===== config.mk =====
export PLATFORM = sky130hd
export DESIGN_NAME = sar_seq_ctrl
export DESIGN_NICKNAME = d
export VERILOG_FILES = /design/src/shared/sar_pkg.sv /design/src/core/sar_conv.sv /design/src/core/sar_seq_ctrl.sv
export SDC_FILE = /design/constraint.sdc
export NUM_CORES = 1
export LEC_CHECK = 0
export CORE_ASPECT_RATIO = 0.5
export CORE_MARGIN = 2
export CORE_UTILIZATION = 57
export DETAILED_ROUTE_END_ITERATION = 7
export DONT_BUFFER_PORTS = 1
export PLACE_DENSITY = 0.83
export REMOVE_ABC_BUFFERS = 1
export SKIP_LAST_GASP = 1
export SYNTH_ARGS = -nofsm -noshare
export SYNTH_HDL_FRONTEND = slang
export SYNTH_HIERARCHICAL = 1
export SYNTH_SLANG_ARGS = --single-unit
export TNS_END_PERCENT = 50

===== constraint.sdc =====
create_clock -name pclk -period 6.9 [get_ports pclk]
set_input_delay 1.035 -clock pclk [delete_from_list [all_inputs] [get_ports pclk]]
set_output_delay 1.035 -clock pclk [all_outputs]
set_load 0.02 [all_outputs]

===== src/shared/sar_pkg.sv =====
// Constants, register map and types shared by the converter controller.
// Assumes a 50 MHz pclk and an APB master with 32-bit data.
package sar_pkg;

  // ****************************************************************
  // Sizes and timing
  // ****************************************************************
  localparam int DATA_W = 12;
  localparam int NCH = 9; // Eight pin channels plus the temperature sensor
  localparam int CH_W = 4;
  localparam logic [CH_W-1:0] TEMP_CH = 4'h8;
  localparam real PCLK_MHZ = 50.0;
  localparam real CONV_MAX_MHZ = 18.0;
  // Smallest divide that keeps the conversion clock at or below its limit
  localparam int DIV_MIN = $rtoi($ceil(PCLK_MHZ / CONV_MAX_MHZ));
  localparam int CONV_MIN_CLK = 18;
  localparam int SAMPLE_MIN = 4;
  localparam int SETTLE_CLK = CONV_MIN_CLK - DATA_W - SAMPLE_MIN;

  // ****************************************************************
  // Register offsets (byte addresses)
  // ****************************************************************
  localparam logic [7:0] OFF_CTRL = 8'h00;
  localparam logic [7:0] OFF_CMD = 8'h04;
  localparam logic [7:0] OFF_MASK = 8'h08;
  localparam logic [7:0] OFF_DIV = 8'h0c;
  localparam logic [7:0] OFF_SSEL = 8'h10;
  localparam logic [7:0] OFF_STIME = 8'h14;
  localparam logic [7:0] OFF_LIMIT = 8'h18;
  localparam logic [7:0] OFF_FWCH = 8'h1c;
  localparam logic [7:0] OFF_STAT = 8'h20;
  localparam logic [7:0] OFF_INTR = 8'h24;
  localparam logic [7:0] OFF_ICLR = 8'h28;
  localparam logic [7:0] OFF_IEN = 8'h2c;
  localparam logic [7:0] OFF_RES = 8'h40;

  // ****************************************************************
  // Fields and reset values
  // ****************************************************************
  localparam int CMD_START = 0;
  localparam int CMD_STOP = 1;
  localparam int LIM_HI_LSB = 16;
  localparam int RES_VALID = 31;
  localparam int INT_EOC = 0;
  localparam int INT_EOS = 1;
  localparam int INT_RANGE = 2;
  localparam int INT_W = 3;
  localparam logic [7:0] DIV_RST = 8'h03;
  localparam logic [31:0] STIME_RST = 32'h40201004;
  localparam logic [DATA_W-1:0] LIM_LO_RST = 12'h000;
  localparam logic [DATA_W-1:0] LIM_HI_RST = 12'hfff;

  // Control register, bit 0 upward: enable, cont, fw_mode, ref_sel[1:0]
  typedef struct packed {
    logic [1:0] ref_sel; // 0 supply, 1 half supply, 2 bandgap, 3 external pin
    logic fw_mode;
    logic cont;
    logic enable;
  } ctrl_t;

  typedef enum logic [2:0] {
    ST_IDLE = 3'b001,
    ST_SCAN = 3'b010,
    ST_FW = 3'b100
  } seq_st_t;

  typedef enum logic [3:0] {
    CV_IDLE = 4'b0001,
    CV_SAMP = 4'b0010,
    CV_BITS = 4'b0100,
    CV_SETTLE = 4'b1000
  } conv_st_t;

endpackage


===== src/core/sar_conv.sv =====
// Successive-approximation engine: sample window, twelve bit trials, settle.
// Assumes tick pulses at least three pclk apart and a synchronised comparator.
`timescale 1ns/1ps
`default_nettype none
module sar_conv
  import sar_pkg::*;
(
  input wire logic pclk,
  input wire logic presetn,
  input wire logic tick,
  input wire logic start,
  input wire logic abort,
  input wire logic [7:0] samp,
  input wire logic cmp,
  output logic busy,
  output logic sample,
  output logic [DATA_W-1:0] dac_code,
  output logic [DATA_W-1:0] result,
  output logic done
);

  conv_st_t st_reg;
  logic [7:0] cnt_reg;
  logic [3:0] bit_reg;
  logic [7:0] samp_eff;

  // Short sample settings are raised so a conversion never beats its minimum
  assign samp_eff = (samp < 8'(SAMPLE_MIN)) ? 8'(SAMPLE_MIN) : samp;
  assign busy = (st_reg != CV_IDLE);

  // Conversion sequence; start taken at once, later steps on conversion clock ticks
  always_ff @(posedge pclk or negedge presetn)
  begin
    if (!presetn)
    begin
      st_reg <= CV_IDLE;
      cnt_reg <= 8'h00;
      bit_reg <= 4'h0;
      sample <= 1'b0;
      dac_code <= '0;
      result <= '0;
      done <= 1'b0;
    end
    else
    begin
      done <= 1'b0;
      if (abort)
      begin
        st_reg <= CV_IDLE;
        sample <= 1'b0;
      end
      else
      begin
        case (st_reg)
          CV_IDLE:
            if (start)
            begin
              st_reg <= CV_SAMP;
              cnt_reg <= samp_eff;
              sample <= 1'b1;
              dac_code <= '0;
            end
          CV_SAMP:
            if (tick)
            begin
              if (cnt_reg == 8'h01)
              begin
                st_reg <= CV_BITS;
                sample <= 1'b0;
                bit_reg <= 4'(DATA_W - 1);
                dac_code <= DATA_W'(1) << (DATA_W - 1);
              end
              else
                cnt_reg <= cnt_reg - 8'h01;
            end
          CV_BITS:
            if (tick)
            begin
              // Comparator high means the input is at or above the trial level
              dac_code[bit_reg] <= cmp;
              if (bit_reg == 4'h0)
              begin
                st_reg <= CV_SETTLE;
                cnt_reg <= 8'(SETTLE_CLK);
              end
              else
              begin
                bit_reg <= bit_reg - 4'h1;
                dac_code[bit_reg - 4'h1] <= 1'b1;
              end
            end
          CV_SETTLE:
            if (tick)
            begin
              if (cnt_reg == 8'h01)
              begin
                st_reg <= CV_IDLE;
                result <= dac_code;
                done <= 1'b1;
              end
              else
                cnt_reg <= cnt_reg - 8'h01;
            end
          default:
            st_reg <= CV_IDLE;
        endcase
      end
    end
  end

  // Helper counters for the checks below
  logic [8:0] tick_seen; // Wide enough for the longest sample setting
  logic [7:0] samp_seen;
  logic [7:0] samp_lat;
  always_ff @(posedge pclk or negedge presetn)
  begin
    if (!presetn)
    begin
      tick_seen <= 9'h000;
      samp_seen <= 8'h00;
      samp_lat <= 8'h00;
    end
    else
    begin
      if (st_reg == CV_IDLE && start)
      begin
        tick_seen <= 9'h000;
        samp_seen <= 8'h00;
        samp_lat <= samp_eff;
      end
      else if (tick && busy)
      begin
        tick_seen <= tick_seen + 9'h001;
        if (sample)
          samp_seen <= samp_seen + 8'h01;
      end
    end
  end

  property p_min_clocks;
    @(posedge pclk) disable iff (!presetn)
    done |-> tick_seen >= 9'(CONV_MIN_CLK);
  endproperty
  a_min_clocks: assert property (p_min_clocks) else $error("conversion too short");

  property p_sample_len;
    @(posedge pclk) disable iff (!presetn)
    $fell(sample) && !$past(abort) |-> samp_seen == samp_lat;
  endproperty
  a_sample_len: assert property (p_sample_len) else $error("sample window wrong");

endmodule
`default_nettype wire


===== src/core/sar_seq_ctrl.sv =====
// Converter controller top: APB registers, clock divider, channel sequencer,
// result buffers, window compare and interrupt. Analog pins are outside.
// Assumes cmp_in and lp_mode arrive asynchronously from the analog side.
//
// How it works
// - Conversion clock divided to at most 18 MHz
// - Each conversion spans at least 18 conversion clocks
// - Reference select: supply, half, bandgap, external
// - Sample window length set by software
// - Eight channels multiplexed, mask picks scan members
// - Started scan steps channels without CPU help
// - No idle clocks between channel conversions
// - Advance by state machine or firmware writes
// - Latest result kept per channel
// - Each channel picks one of four shared sample times
// - Results outside low/high window raise interrupt
// - Window interrupt raised right after that conversion
// - Temperature sensor selectable as input source
// - Unavailable in deep sleep or hibernate
`timescale 1ns/1ps
`default_nettype none
module sar_seq_ctrl
  import sar_pkg::*;
#(
  parameter int ADDR_W = 12
)
(
  input wire logic pclk,
  input wire logic presetn,
  input wire logic psel,
  input wire logic penable,
  input wire logic pwrite,
  input wire logic [ADDR_W-1:0] paddr,
  input wire logic [31:0] pwdata,
  output logic [31:0] prdata,
  output logic pready,
  output logic pslverr,
  output logic irq,
  input wire logic cmp_in,
  input wire logic lp_mode,
  output logic [CH_W-1:0] mux_sel,
  output logic [1:0] ref_sel,
  output logic temp_en,
  output logic sh_sample,
  output logic [DATA_W-1:0] dac_code
);

  // ****************************************************************
  // Registers and state
  // ****************************************************************
  ctrl_t ctrl_reg;
  logic [NCH-1:0] mask_reg;
  logic [7:0] div_reg;
  logic [2*NCH-1:0] ssel_reg;
  logic [31:0] stime_reg;
  logic [DATA_W-1:0] lo_reg;
  logic [DATA_W-1:0] hi_reg;
  logic [INT_W-1:0] intr_reg;
  logic [INT_W-1:0] intr_next;
  logic [INT_W-1:0] ien_reg;
  logic [DATA_W:0] res_mem [NCH];
  seq_st_t st_reg;
  seq_st_t st_next;
  logic [CH_W-1:0] cur_reg;
  logic [CH_W-1:0] cur_next;
  logic [7:0] div_cnt;
  logic tick;
  logic cmp_s1, cmp_s2, lp_s1, lp_s2;

  // Lowest mask bit at or above from; top bit flags a hit
  function automatic logic [CH_W:0] find_ch(input logic [NCH-1:0] m,
                                            input logic [CH_W-1:0] from);
    logic [CH_W:0] r;
    r = '0;
    for (int i = NCH - 1; i >= 0; i--)
      if (m[i] && CH_W'(i) >= from)
        r = {1'b1, CH_W'(i)};
    return r;
  endfunction

  // Sample time picked by a channel's two-bit selector
  function automatic logic [7:0] samp_for(input logic [2*NCH-1:0] ss,
                                          input logic [31:0] times,
                                          input logic [CH_W-1:0] ch);
    logic [1:0] sel;
    sel = ss[2*ch +: 2];
    return times[8*sel +: 8];
  endfunction

  // ****************************************************************
  // APB decode
  // ****************************************************************
  logic setup, wr, hit_res, mapped, start_cmd, stop_cmd, fw_wr;
  logic [7:0] off;
  logic [CH_W-1:0] res_idx;
  logic [31:0] rd_data;
  assign setup = psel & ~penable;
  // Refused accesses (pslverr) must not reach any register through an alias
  assign wr = psel & penable & pready & pwrite & ~pslverr;
  assign off = paddr[7:0];
  assign res_idx = paddr[5:2];
  assign hit_res = (off >= OFF_RES) && (off < OFF_RES + 8'(4 * NCH)) && (paddr[1:0] == 2'b00);
  assign mapped = (paddr[ADDR_W-1:8] == '0) && (hit_res || (off <= OFF_IEN && off[1:0] == 2'b00));
  assign start_cmd = wr && off == OFF_CMD && pwdata[CMD_START];
  assign stop_cmd = wr && off == OFF_CMD && pwdata[CMD_STOP];
  assign fw_wr = wr && off == OFF_FWCH;

  // Read mux; write-only and command words read as zero
  always_comb
  begin
    rd_data = 32'h0000_0000;
    if (hit_res)
      rd_data = {res_mem[res_idx][DATA_W], 19'h0, res_mem[res_idx][DATA_W-1:0]};
    else
      case (off)
        OFF_CTRL: rd_data = 32'(ctrl_reg);
        OFF_MASK: rd_data = 32'(mask_reg);
        OFF_DIV: rd_data = 32'(div_reg);
        OFF_SSEL: rd_data = 32'(ssel_reg);
        OFF_STIME: rd_data = stime_reg;
        OFF_LIMIT: rd_data = {4'h0, hi_reg, 4'h0, lo_reg};
        OFF_STAT: rd_data = {20'h0, lp_s2, st_reg, cur_reg, 1'b0, sh_sample,
                             dac_code[DATA_W-1], st_reg != ST_IDLE};
        OFF_INTR: rd_data = 32'(intr_reg);
        OFF_IEN: rd_data = 32'(ien_reg);
        default: rd_data = 32'h0000_0000;
      endcase
  end

  // One wait-free access phase; answer registered during setup
  always_ff @(posedge pclk or negedge presetn)
  begin
    if (!presetn)
    begin
      pready <= 1'b0;
      prdata <= 32'h0000_0000;
      pslverr <= 1'b0;
    end
    else
    begin
      pready <= setup;
      prdata <= (setup && !pwrite && mapped) ? rd_data : 32'h0000_0000;
      pslverr <= setup && !mapped;
    end
  end

  // Configuration writes
  always_ff @(posedge pclk or negedge presetn)
  begin
    if (!presetn)
    begin
      ctrl_reg <= '0;
      mask_reg <= '0;
      div_reg <= DIV_RST;
      ssel_reg <= '0;
      stime_reg <= STIME_RST;
      lo_reg <= LIM_LO_RST;
      hi_reg <= LIM_HI_RST;
      ien_reg <= '0;
    end
    else if (wr)
    begin
      case (off)
        OFF_CTRL: ctrl_reg <= pwdata[$bits(ctrl_t)-1:0];
        OFF_MASK: mask_reg <= pwdata[NCH-1:0];
        OFF_DIV: div_reg <= pwdata[7:0];
        OFF_SSEL: ssel_reg <= pwdata[2*NCH-1:0];
        OFF_STIME: stime_reg <= pwdata;
        OFF_LIMIT:
        begin
          lo_reg <= pwdata[DATA_W-1:0];
          hi_reg <= pwdata[LIM_HI_LSB +: DATA_W];
        end
        OFF_IEN: ien_reg <= pwdata[INT_W-1:0];
        default: ;
      endcase
    end
  end

  // ****************************************************************
  // Pin synchronisers and conversion clock divider
  // ****************************************************************
  always_ff @(posedge pclk or negedge presetn)
  begin
    if (!presetn)
      {cmp_s1, cmp_s2, lp_s1, lp_s2} <= 4'h0;
    else
      {cmp_s1, cmp_s2, lp_s1, lp_s2} <= {cmp_in, cmp_s1, lp_mode, lp_s1};
  end

  // Divide never drops below DIV_MIN, whatever software writes
  logic [7:0] div_eff;
  logic can_run;
  assign div_eff = (div_reg < 8'(DIV_MIN)) ? 8'(DIV_MIN) : div_reg;
  assign can_run = ctrl_reg.enable && !lp_s2;
  always_ff @(posedge pclk or negedge presetn)
  begin
    if (!presetn)
    begin
      div_cnt <= 8'h00;
      tick <= 1'b0;
    end
    else
    begin
      tick <= can_run && div_cnt == div_eff - 8'h01;
      div_cnt <= (!can_run || div_cnt == div_eff - 8'h01) ? 8'h00 : div_cnt + 8'h01;
    end
  end

  // ****************************************************************
  // Sequencer
  // ****************************************************************
  logic eng_start, eng_abort, eng_busy, eng_done;
  logic [DATA_W-1:0] eng_res;
  logic [CH_W:0] first_w, adv_w;
  logic start_scan, fw_go, out_win, eos;
  assign first_w = find_ch(mask_reg, '0);
  assign adv_w = find_ch(mask_reg, CH_W'(cur_reg + 4'h1));
  assign start_scan = start_cmd && can_run && st_reg == ST_IDLE && !ctrl_reg.fw_mode
                      && first_w[CH_W];
  assign fw_go = fw_wr && can_run && st_reg == ST_IDLE && ctrl_reg.fw_mode
                 && pwdata[CH_W-1:0] < CH_W'(NCH);
  assign eos = st_reg == ST_SCAN && eng_done && !adv_w[CH_W];
  assign eng_abort = !can_run || stop_cmd;
  assign out_win = (eng_res < lo_reg) || (eng_res > hi_reg);

  // Next channel and state; a new conversion starts in the done cycle
  always_comb
  begin
    st_next = st_reg;
    cur_next = cur_reg;
    eng_start = 1'b0;
    case (st_reg)
      ST_IDLE:
        if (start_scan)
        begin
          st_next = ST_SCAN;
          cur_next = first_w[CH_W-1:0];
          eng_start = 1'b1;
        end
        else if (fw_go)
        begin
          st_next = ST_FW;
          cur_next = pwdata[CH_W-1:0];
          eng_start = 1'b1;
        end
      ST_SCAN:
        if (eng_done && adv_w[CH_W])
        begin
          cur_next = adv_w[CH_W-1:0];
          eng_start = 1'b1;
        end
        else if (eos && ctrl_reg.cont && first_w[CH_W])
        begin
          cur_next = first_w[CH_W-1:0];
          eng_start = 1'b1;
        end
        else if (eos)
          st_next = ST_IDLE;
      ST_FW:
        if (eng_done)
          st_next = ST_IDLE;
      default:
        st_next = ST_IDLE;
    endcase
    if (eng_abort)
    begin
      st_next = ST_IDLE;
      eng_start = 1'b0;
    end
  end

  always_ff @(posedge pclk or negedge presetn)
  begin
    if (!presetn)
    begin
      st_reg <= ST_IDLE;
      cur_reg <= '0;
    end
    else
    begin
      st_reg <= st_next;
      cur_reg <= cur_next;
    end
  end

  // Result buffers, one per channel; never cleared by reads
  always_ff @(posedge pclk or negedge presetn)
  begin
    if (!presetn)
    begin
      for (int i = 0; i < NCH; i++)
        res_mem[i] <= '0;
    end
    else if (eng_done && st_reg != ST_IDLE)
      res_mem[cur_reg] <= {1'b1, eng_res};
  end

  // ****************************************************************
  // Interrupts: sticky status, set beats clear
  // ****************************************************************
  logic [INT_W-1:0] ev, clr;
  logic [INT_W-1:0] ien_next;
  // An enable write reaches irq at the same edge as the enable register
  assign ien_next = (wr && off == OFF_IEN) ? pwdata[INT_W-1:0] : ien_reg;
  assign ev = {eng_done && out_win, eos, eng_done} & {INT_W{st_reg != ST_IDLE}};
  assign clr = (wr && off == OFF_ICLR) ? pwdata[INT_W-1:0] : '0;
  assign intr_next = (intr_reg & ~clr) | ev;
  always_ff @(posedge pclk or negedge presetn)
  begin
    if (!presetn)
    begin
      intr_reg <= '0;
      irq <= 1'b0;
    end
    else
    begin
      intr_reg <= intr_next;
      irq <= |(intr_next & ien_next);
    end
  end

  sar_conv u_conv (
    .pclk(pclk),
    .presetn(presetn),
    .tick(tick),
    .start(eng_start),
    .abort(eng_abort),
    .samp(samp_for(ssel_reg, stime_reg, cur_next)),
    .cmp(cmp_s2),
    .busy(eng_busy),
    .sample(sh_sample),
    .dac_code(dac_code),
    .result(eng_res),
    .done(eng_done)
  );

  assign mux_sel = cur_reg;
  assign ref_sel = ctrl_reg.ref_sel;
  assign temp_en = mask_reg[TEMP_CH];

  // ****************************************************************
  // Checks
  // ****************************************************************
  property p_tick_gap;
    @(posedge pclk) disable iff (!presetn)
    tick |=> !tick ##1 !tick;
  endproperty
  a_tick_gap: assert property (p_tick_gap) else $error("conversion clock too fast");

  property p_autostep;
    @(posedge pclk) disable iff (!presetn)
    st_reg == ST_SCAN && eng_done && adv_w[CH_W] && !eng_abort
      |=> eng_busy && mux_sel == $past(adv_w[CH_W-1:0]);
  endproperty
  a_autostep: assert property (p_autostep) else $error("scan did not step");

  property p_no_gap;
    @(posedge pclk) disable iff (!presetn)
    st_reg == ST_SCAN && eng_done && !eng_abort
      && (adv_w[CH_W] || (ctrl_reg.cont && first_w[CH_W]))
      |=> sh_sample;
  endproperty
  a_no_gap: assert property (p_no_gap) else $error("idle gap between channels");

  property p_buffer;
    @(posedge pclk) disable iff (!presetn)
    eng_done && st_reg != ST_IDLE |=> res_mem[$past(cur_reg)] == {1'b1, $past(eng_res)};
  endproperty
  a_buffer: assert property (p_buffer) else $error("result not buffered");

  property p_range;
    @(posedge pclk) disable iff (!presetn)
    eng_done && st_reg != ST_IDLE && out_win |=> intr_reg[INT_RANGE];
  endproperty
  a_range: assert property (p_range) else $error("window flag missed");

  property p_scan_end;
    @(posedge pclk) disable iff (!presetn)
    eos && !ctrl_reg.cont |=> st_reg == ST_IDLE && intr_reg[INT_EOS];
  endproperty
  a_scan_end: assert property (p_scan_end) else $error("scan end wrong");

  property p_low_power;
    @(posedge pclk) disable iff (!presetn)
    lp_s2 |=> st_reg == ST_IDLE && !eng_busy && !tick;
  endproperty
  a_low_power: assert property (p_low_power) else $error("runs in low power");

  property p_fw_select;
    @(posedge pclk) disable iff (!presetn)
    fw_go && !eng_abort |=> st_reg == ST_FW && mux_sel == $past(pwdata[CH_W-1:0]);
  endproperty
  a_fw_select: assert property (p_fw_select) else $error("firmware select ignored");

  property p_irq;
    @(posedge pclk) disable iff (!presetn)
    |(intr_reg & ien_reg) |-> irq;
  endproperty
  a_irq: assert property (p_irq) else $error("interrupt line low");

endmodule
`default_nettype wire


==> results of run 1 <==
## layout by cell type (no fill, tap or decap), types with 7 or more instances in the layout
cell         n
a222oi_1    16
a21o_1      13
a21boi_0     7
dfrtp_1    296
xor2_1      12
a2111oi_0    7
mux2_2     198
and3_1      17
a22oi_1     32
nor3_1      31
o221a_2      9
nor4_1       7
a22o_1      16
clkbuf_16   29
nand2_1    111
nor2b_1     13
mux4_2      27
nand4_1      8
xnor2_1     13
clkbuf_1     8
a211oi_1    12
a21oi_1     33
a221oi_1    24
dfstp_2     20
nor2_1      90
inv_1       58
ha_1        36
nand3_1     26
buf_4       23
nand2b_1    18
mux2i_1     25
o21ai_0     57
a31oi_1     15
o41ai_1     11
## layout make-up
cell class / instances / area (um^2) / area share
well taps: 391 / 489 / 0.0273
flip-flops and latches: 316 / 7930 / 0.443
diodes: 1 / 2.50 / 0.000140
clock inverters: 13 / 165 / 0.00923
repair buffers: 23 / 173 / 0.00965
clock buffers: 41 / 811 / 0.0453
multi-input cells: 1007 / 8090 / 0.452
inverters: 61 / 229 / 0.0128
## critical path, stage by stage (launching register included)
cell and delay, ps:
dfrtp_1 790, ha_1 430, xor2_1 230, a21boi_0 170, o21ai_0 250, o211ai_1 260
or2_2 410, and2_0 160, o221a_2 380, inv_1 480, nor2_1 90, buf_4 190
a221o_1 540, a2111oi_0 530, nor2_1 180, nor4_1 380, nand2_1 150, and4_1 220
o31ai_1 200, o41ai_1 100
## logic make-up after synthesis
logic type      after synthesis
compound gates              311
xor+xnor                     25
fa+ha+maj                    36
buf+inv                     142
flops                       316
mux                         252
simple gates                383
## metrics by stage
stage | instance area, um^2 | hold WS, ps | utilization | worst slack (ps)
after floorplan | 16200 | 331 | - | 722
after global placement | 16900 | 336 | 0.587 | 678
after detailed placement | 16900 | 339 | 0.587 | 573
after CTS | 17900 | 127 | 0.621 | 746
after global routing | 17900 | 121 | 0.621 | 113
final | 17900 | 139 | 0.621 | 613
## power groups by stage
stage	Clock, uW	Combinational [uW]	Sequential (uW)
2_1_floorplan	0	26.9	1900
3_5_place_dp	0	34.3	1900
4_1_cts	1700	34.4	1860
3_3_place_gp	0	33.7	1900
6_report	1680	35.2	1860
5_1_grt	1770	37.4	1860
## worst min-delay path by stage
stage,cells past startpoint,start,slack (ps),to
final,0,presetn,140,res_mem[53]
after global routing,0,presetn,120,res_mem[53]
after CTS,0,presetn,130,res_mem[79]
after detailed placement,0,cmp_s1,340,cmp_s2
after global placement,0,cmp_s1,340,cmp_s2
after floorplan,0,cmp_s1,330,cmp_s2
## cells in the mapped netlist (6+ instances only)
cell | n | area share
a211oi_1 | 12 | 0.0054
a21o_1 | 13 | 0.0059
dfstp_2 | 20 | 0.032
mux2_2 | 198 | 0.13
xnor2_1 | 13 | 0.0069
or4_1 | 6 | 0.0027
ha_1 | 36 | 0.027
clkbuf_1 | 55 | 0.012
nor2_1 | 92 | 0.021
a2111oi_0 | 7 | 0.0037
a21oi_1 | 33 | 0.010
nand2_1 | 111 | 0.025
a21boi_0 | 7 | 0.0032
a221oi_1 | 24 | 0.013
a31oi_1 | 15 | 0.0057
nor4_1 | 7 | 0.0026
mux4_2 | 27 | 0.037
a22oi_1 | 32 | 0.014
dfrtp_1 | 296 | 0.45
or3_1 | 6 | 0.0023
buf_2 | 9 | 0.0027
and3_1 | 17 | 0.0064
mux2i_1 | 25 | 0.015
o221a_2 | 9 | 0.0061
a32oi_1 | 6 | 0.0032
a222oi_1 | 16 | 0.0097
nand3_1 | 26 | 0.0078
nor3_1 | 31 | 0.0094
o211ai_1 | 6 | 0.0027
inv_1 | 58 | 0.013
nor2b_1 | 13 | 0.0049
xor2_1 | 12 | 0.0063
o21ai_0 | 57 | 0.017
nor4b_1 | 6 | 0.0032
o41ai_1 | 11 | 0.0058
nand4_1 | 8 | 0.0030
and2_1 | 6 | 0.0023
buf_1 | 12 | 0.0027
a22o_1 | 16 | 0.0085
nand2b_1 | 18 | 0.0068
## metal layers
metal / up-vias / part of all wire / GRT usage
li1: 5413 / - / -
met3: 97 / 0.096 / 0.0741
met1: 6506 / 0.43 / 0.467
met2: 625 / 0.45 / 0.471
met5: - / 0 / 0
met4: 0 / 0.023 / 0.0782
==> results.json, run 1 <==
{
  "h-tree-depth": 1,
  "worstHoldPathType": "in -> async",
  "fmax_ghz": 0.159,
  "gr-usage-all-layers": 0.316,
  "r2r_cells": 19,
  "rsz0062_at_grt": "false",
  "async_flop_share": 1.00,
  "syn_avg_cell_area_um2": 11.3,
  "final_max_slew_viol_count": 0,
  "crit_fanout": 21,
  "seq_power_share": 0.520,
  "p_comb_frac": 0.010,
  "r2r_slack_ps": 610,
  "cts_buffers": 29,
  "largest_reg_flops": 117,
  "ys_seq_area_frac": 0.479,
  "cts_repair_resize_count": 0,
  "post_cts_buffers": 0,
  "setup_viol": 0,
  "worst_pin_slew_ps": 1340,
  "cts-root-buf": "clkbuf_16",
  "die_x_um": 245,
  "grt_overflow": 0,
  "synth_xor_area_frac": 0.0132,
  "fin_skew_ps": 15.5,
  "p_sw_uw": 767,
  "critical_path_class": "reg -> reg",
  "critPathLaunchType": "register",
  "drive_above_1_share": 0.242,
  "nNetsFinal": 1525,
  "p_sw_frac": 0.214,
  "synth_fa_ha_area_frac": 0.0272,
  "synth_edf_count": 0,
  "powerDensity_nw_per_um2": 200,
  "p_leak_uw": 0.00813,
  "post-dp-hpwl_um": 32900,
  "tritoncts": "built",
  "die_h_um": 125,
  "fin_crit_sh": 0.911,
  "endpoint": "u_conv/cnt_reg[0]",
  "slew-limit-headroom": 0.107,
  "drc": 0,
  "cap_viol_max_count": 0,
  "ioPinCount": 106,
  "grt_pass1_wl_um": 74400,
  "cp-end-kind": "register",
  "instances_no_fill": 1853,
  "num_rows": 44,
  "cts_hold_buf": 0,
  "synth_ff_type": "dfrtp_1",
  "dp_cells": 1798,
  "yosysWarningCount": 6,
  "firstDrtPassIters": 7,
  "critical_path_arrival_ps": 6750,
  "setup.worst_path.start": "mux_sel[0]",
  "r2r_end": "u_conv/cnt_reg[0]",
  "port-buffer-count": 0,
  "via_per_inst": 6.82,
  "syn_area_um2": 16600,
  "fp.dieArea_um2": 30500,
  "core_area_um2": 28800,
  "vdd_drop_max_uv": 184,
  "insertion_delay_ps": 590,
  "wl_um": 48000,
  "postRouteAntennaNets": 0,
  "clkPwrFrac": 0.470,
  "cts_sinks": 316,
  "gp_congestion": 0.976,
  "timing.rr.start": "mux_sel[0]",
  "initial_core_util": 0.576,
  "outcome": "complete, no violations",
  "ys_ff_latch": 316,
  "synth-simple-area-share": 0.119,
  "setup_tns_ps": 0,
  "p_int_uw": 2810,
  "cts_buffer_depth": 3,
  "synth_cells": 1465,
  "hold_violations": 0,
  "vias": 12600,
  "synth_compound_area_frac": 0.140,
  "yosysUniqueCellTypes": 90,
  "antenna_found_initial": 0,
  "drtIter0Drc": 1722,
  "syn_to_final_growth_pct": 7.94,
  "grt_pass1_vias": 12600,
  "synth_mux_area_frac": 0.188,
  "grt_max_degree": 317,
  "routedWlPerCell_um": 25.9,
  "fill_cells": 2178,
  "synth_top_family_by_area": "multiplexers",
  "power.total_uw": 3580,
  "clkSlewWorstSetupHoldPaths_ps": 70,
  "critPathRequiredTime_ps": 7360,
  "finalCriticalPeriod_ps": 6290
}
(Power assumes the default switching activity.)
==> inputs of run 2 (changes only) <==
--- a/config.mk
+++ b/config.mk
@@ -17,3 +17,2 @@
 export SYNTH_HDL_FRONTEND = slang
-export SYNTH_HIERARCHICAL = 1
 export SYNTH_SLANG_ARGS = --single-unit
==> constraint.sdc (replaced) <==
create_clock -name pclk -period 6.9 [get_ports pclk]
set_input_delay 0.69 -clock pclk [delete_from_list [all_inputs] [get_ports pclk]]
set_output_delay 0.69 -clock pclk [all_outputs]
set_load 0.02 [all_outputs]
==> results.json, run 2 <==
{
  "post-dp-hpwl_um": 32200,
  "finalCriticalPeriod_ps": 5790,
  "routedWlPerCell_um": 25.4,
  "r2r_end": "u_conv.cnt_reg[1]",
  "yosysMostFrequentCell": "dfrtp_1",
  "die_x_um": 243,
  "worst_pin_slew_ps": 1260,
  "drtIter0Drc": 1537,
  "num_rows": 43,
  "synth_ff_type": "dfrtp_1",
  "via_per_inst": 6.73,
  "fin_skew_ps": 17.1,
  "layout_common_cells": "296 x dfrtp_1, 181 x mux2_2, 121 x nand2_1",
  "crit_fanout": 14,
  "final_common_cell": "dfrtp_1",
  "slew-limit-headroom": 0.159,
  "gr-usage-all-layers": 0.310,
  "r2r_slack_ps": 1110,
  "gp_congestion": 0.973,
  "synth_cells": 1480,
  "final_cell_area_um2": 17600,
  "final_max_slew_viol_count": 0,
  "ys_ff_latch": 316,
  "cts_buffers": 29,
  "nNetsFinal": 1522,
  "die_h_um": 124,
  "grt_pass1_vias": 12100,
  "diodes": 0,
  "syn_to_final_growth_pct": 7.71,
  "h-tree-depth": 1,
  "yosys.area.top_type_share": 0.454,
  "synth_edf_count": 0,
  "rsz0062_at_grt": "false",
  "ys_seq_area_frac": 0.486,
  "ioPinCount": 106,
  "r2r_cells": 14,
  "setup_slack_ps": 1110,
  "cap_viol_max_count": 0,
  "syn_area_um2": 16300,
  "cts_repair_resize_count": 0,
  "drc": 0,
  "wl_um": 46800,
  "grt_max_degree": 317,
  "p_leak_uw": 0.00832,
  "dp_slack_ps": 1330,
  "yosys-top-cells-area": "dfrtp_1 45%, mux2_2 12%, mux4_2 3.6%, dfstp_2 3.2%, o21ai_0 3.0%",
  "dpl_cell_area_um2": 16600,
  "setup_tns_ps": 0,
  "clkSlewWorstSetupHoldPaths_ps": 70,
  "outcome": "finished, violations left",
  "antenna_found_initial": 1,
  "grt_pass1_wl_um": 71300,
  "syn_avg_cell_area_um2": 11.0,
  "critical_path_arrival_ps": 6230,
  "fill_cells": 2109,
  "cts-root-buf": "clkbuf_16",
  "synth_area_leader_cell": "dfrtp_1",
  "firstDrtPassIters": 6,
  "critPathRequiredTime_ps": 7350,
  "ys_top_cells_by_count": "296 x dfrtp_1, 181 x mux2_2, 121 x nand2_1",
  "drive_above_1_share": 0.218,
  "worstHoldPathType": "in -> async",
  "regArea_um2": 7930,
  "port-buffer-count": 0,
  "vdd_drop_max_uv": 201,
  "power.total_uw": 3640,
  "fin_crit_sh": 0.839,
  "post_cts_buffers": 0,
  "critPathLaunchType": "register",
  "powerDensity_nw_per_um2": 207,
  "async_flop_share": 1.00,
  "grt_overflow": 0,
  "fmax_ghz": 0.173,
  "fin_hold_ws_ps": -191,
  "setup_viol": 0,
  "cts_buffer_depth": 3,
  "yosysUniqueCellTypes": 89,
  "tritoncts": "built",
  "insertion_delay_ps": 590,
  "violations": "hold timing",
  "timing.rr.start": "mux_sel[1]",
  "hold_violations": 296,
  "initial_core_util": 0.585,
  "multi_input_area_um2": 7850,
  "yosysWarningCount": 0,
  "core_area_um2": 27900,
  "largest_reg_flops": 117,
  "cp-end-kind": "register",
  "postRouteAntennaNets": 0,
  "critical_path_class": "reg -> reg",
  "cts_sinks": 316,
  "fp.dieArea_um2": 30100,
  "vias": 12400
}
-- run 2: cell types whose count changed after synthesis, moves of 9 or more --
cell | previous run | this run
a22o_1 | 16 | 1
mux2_2 | 198 | 181
a211oi_1 | 12 | 21
nand2_1 | 111 | 121
o41ai_1 | 11 | 2
o21ai_0 | 57 | 98
a222oi_1 | 16 | 6
mux2i_1 | 25 | 37
o221a_2 | 9 | 0
a221oi_1 | 24 | 15
a21oi_1 | 33 | 54
-- run 2: kinds of logic (layout without fill, tap and decap cells) --
family                   Yosys count  in the layout  share of synthesized area
multiplexers                     247            247                      0.186
AND/OR/NAND/NOR                  380            380                      0.115
flip-flops                       316            316                      0.486
adder cells (fa/ha/maj)           37             37                     0.0284
AO/OA/AOI/OAI                    334            334                      0.137
XOR/XNOR                          20             20                     0.0107
buffers and inverters            146            123                     0.0361
-- run 2: metrics by stage --
stage                     utilization  std cells  hold WS [ps]
final                           0.630       1839          -191
after global routing            0.630       1839          -217
after CTS                       0.630       1839          -214
after detailed placement        0.593       1785           339
after global placement          0.593       1785           333
after floorplan                     -       1390           331
-- run 2: worst max-delay path by stage --
stage / from / to / cells past startpoint
finish: mux_sel[1] / u_conv.cnt_reg[1] / 14
CTS: mux_sel[1] / u_conv.cnt_reg[1] / 14
detailed placement: mux_sel[1] / u_conv.cnt_reg[0] / 14
floorplan: pwrite / stime_reg[12] / 4
global route: mux_sel[1] / u_conv.cnt_reg[1] / 14
global placement: mux_sel[0] / u_conv.cnt_reg[1] / 14
-- run 2: worst max-delay path: stages, from the launching register on --
cell	delay, ps
dfrtp_1	760
ha_1	590
xor2_1	230
a21boi_1	140
o21a_1	250
o41ai_1	490
a31oi_1	150
o31ai_2	940
mux2_4	360
a31oi_2	500
a21oi_4	240
mux2i_1	360
mux2i_4	140
nor4_2	380
o31ai_1	120
-- run 2: power by group --
| part | internal (uW) | switching (uW) |
|---|---|---|
| registers | 1860 | 5.73 |
| clock network | 993 | 747 |
| logic | 18.2 | 17.4 |
-- run 2: area by class of cell --
| class | count | area share |
|---|---|---|
| clock buffer | 38 | 0.0443 |
| clock inverter | 16 | 0.0133 |
| inverter | 56 | 0.0120 |
| multi-input combinational | 1018 | 0.446 |
| sequential | 316 | 0.451 |
| tap | 382 | 0.0272 |
| timing repair buffer | 13 | 0.00555 |
-- run 2: metal layers --
layer,track usage,vias up,share of wire
li1,-,5316,-
met1,0.424,6258,0.41
met3,0.101,122,0.11
met5,0,-,0
met4,0.0913,0,0.030
met2,0.476,688,0.44
==> inputs of run 3 (changes only) <==
PLACE_DENSITY = 0.86   (was 0.83)
clock period = 4.9 ns   (was 6.9 ns; I/O delays follow)
==> results.json, run 3 (synthesis gave the netlist of run 2 again) <==
{
  "clkSlewWorstSetupHoldPaths_ps": 70,
  "syn_to_final_growth_pct": 11.0,
  "violations": "hold timing",
  "cts_sinks": 316,
  "final_max_slew_viol_count": 0,
  "cp-end-kind": "register",
  "initial_core_util": 0.585,
  "final_cell_area_um2": 18100,
  "h-tree-depth": 1,
  "fin_crit_sh": 0.979,
  "vdd_drop_max_uv": 236,
  "setup_slack_ps": 104,
  "dp_slack_ps": -101,
  "critical_path_class": "reg -> reg",
  "vias": 12700,
  "diodes": 0,
  "drtIter0Drc": 1782,
  "grt_pass1_wl_um": 73700,
  "finalCriticalPeriod_ps": 4800,
  "cts_buffer_depth": 3,
  "final_util": 0.649,
  "cts_hold_buf": 2,
  "core_area_um2": 27900,
  "fin_hold_ws_ps": -403,
  "final_common_cell": "dfrtp_1",
  "drc": 0,
  "critical_path_arrival_ps": 5260,
  "tritoncts": "built",
  "grt_max_degree": 317,
  "crit_fanout": 9,
  "powerDensity_nw_per_um2": 298,
  "power.total_uw": 5410,
  "die_x_um": 243,
  "nNetsFinal": 1567,
  "ioPinCount": 106,
  "drive_above_1_share": 0.250,
  "r2r_slack_ps": 100,
  "worst_pin_slew_ps": 1210,
  "critPathRequiredTime_ps": 5360,
  "insertion_delay_ps": 580,
  "hold_violations": 296,
  "fp.dieArea_um2": 30100,
  "grt_pass1_vias": 12200,
  "worstHoldPathType": "in -> async",
  "gr-usage-all-layers": 0.323,
  "post-dp-hpwl_um": 33500,
  "postRouteAntennaNets": 0,
  "outcome": "finished, violations left",
  "grt_overflow": 0,
  "slew-limit-headroom": 0.187,
  "firstDrtPassIters": 6,
  "cpMaxStageDelayCell": "or4_1",
  "fmax_ghz": 0.209,
  "wl_um": 48800,
  "layout_common_cells": "295 x dfrtp_1, 181 x mux2_2, 121 x nand2_1",
  "setup_viol": 0,
  "port-buffer-count": 0,
  "path_cells": "buf_4 > ha_1 > nor3b_1 > a21oi_1 > o21a_1 > buf_4 > or4_1 > o221ai_1 > o31ai_4 > buf_4 > o32a_1 > a21oi_4 > buf_4 > mux2i_1 > mux2i_1 > a221o_1 > a31o_1",
  "cap_viol_max_count": 0,
  "die_h_um": 124,
  "largest_reg_flops": 117,
  "critPathLaunchType": "register",
  "fin_skew_ps": 16.3,
  "p_leak_uw": 0.00861,
  "via_per_inst": 6.74,
  "num_rows": 43,
  "slowest_delay_ps": 630,
  "antenna_found_initial": 2,
  "cts_buffers": 29,
  "routedWlPerCell_um": 25.9,
  "crit_top_cell": "buf_4",
  "cts-root-buf": "clkbuf_16",
  "gp_congestion": 0.999,
  "dpl_cell_area_um2": 16800
}
run 3: cell count changes in the layout (fill, tap and decap cells not counted), sizes merged:
cell         before  now
buf              13   56
bufinv            5   10
clkbuf           38   34
clkinv            7    6
dlygate4sd3       0    2
run 3: where the power goes:
group	internal [uW]	switching (uW)	leakage (uW)
logic	27.6	25.9	0.00389
clock network	1660	1070	0.000553
registers	2610	7.87	0.00417
total	4310	1100	0.00861
run 3: critical path: cells and delay by family, from the launching register on:
| family | cells | cell delay [ps] |
|---|---|---|
| AO/OA/AOI/OAI | 8 | 2140 |
| adder cells (fa/ha/maj) | 1 | 230 |
| buffers and inverters | 4 | 720 |
| flip-flops | 1 | 430 |
| multiplexers | 2 | 300 |
| AND/OR/NAND/NOR | 2 | 840 |
run 3: final timing paths:
path | startpoint | endpoint | cells past startpoint
max | mux_sel[0] | u_conv.cnt_reg[2] | 17
min | presetn | u_conv.result[4] | 0
max reg2reg | mux_sel[0] | u_conv.cnt_reg[2] | 17
min reg2reg | cmp_s1 | cmp_s2 | 0
max in group asynchronous | presetn | mux_sel[1] | 0
min in group pclk | pwdata[17] | hi_reg[1] | 2
run 3: what timing repair did:
item / CTS / global route
setup endpoints to repair: 4 / 7
resized for setup: 1 / 11
pin swaps: 0 / 6
endpoints found under the hold margin: 318 / 316
setup buffers: 0 / 11
run 3: routing by layer:
metal,GRT usage,up-vias,share of wire
met1,0.448,6408,0.41
met2,0.498,736,0.45
li1,-,5406,-
met4,0.106,4,0.033
met5,0,-,0.00045
met3,0.0873,144,0.11
run 3: layout make-up:
class	instances	area, um^2
clock buffers	34	774
well taps	382	478
flip-flops and latches	316	7930
inverters	56	210
clock inverters	20	368
multi-input cells	1018	7910
fillers	1978	9810
repair buffers	58	440
run 3: metrics by stage:
| stage | hold WS (ps) | std cells | setup TNS (ps) |
|---|---|---|---|
| floorplan | 194 | 1390 | -1600 |
| global placement | 199 | 1817 | 0 |
| detailed placement | 199 | 1817 | -197 |
| CTS | -410 | 1873 | 0 |
| global route | -415 | 1884 | -62.5 |
| finish | -403 | 1884 | 0 |
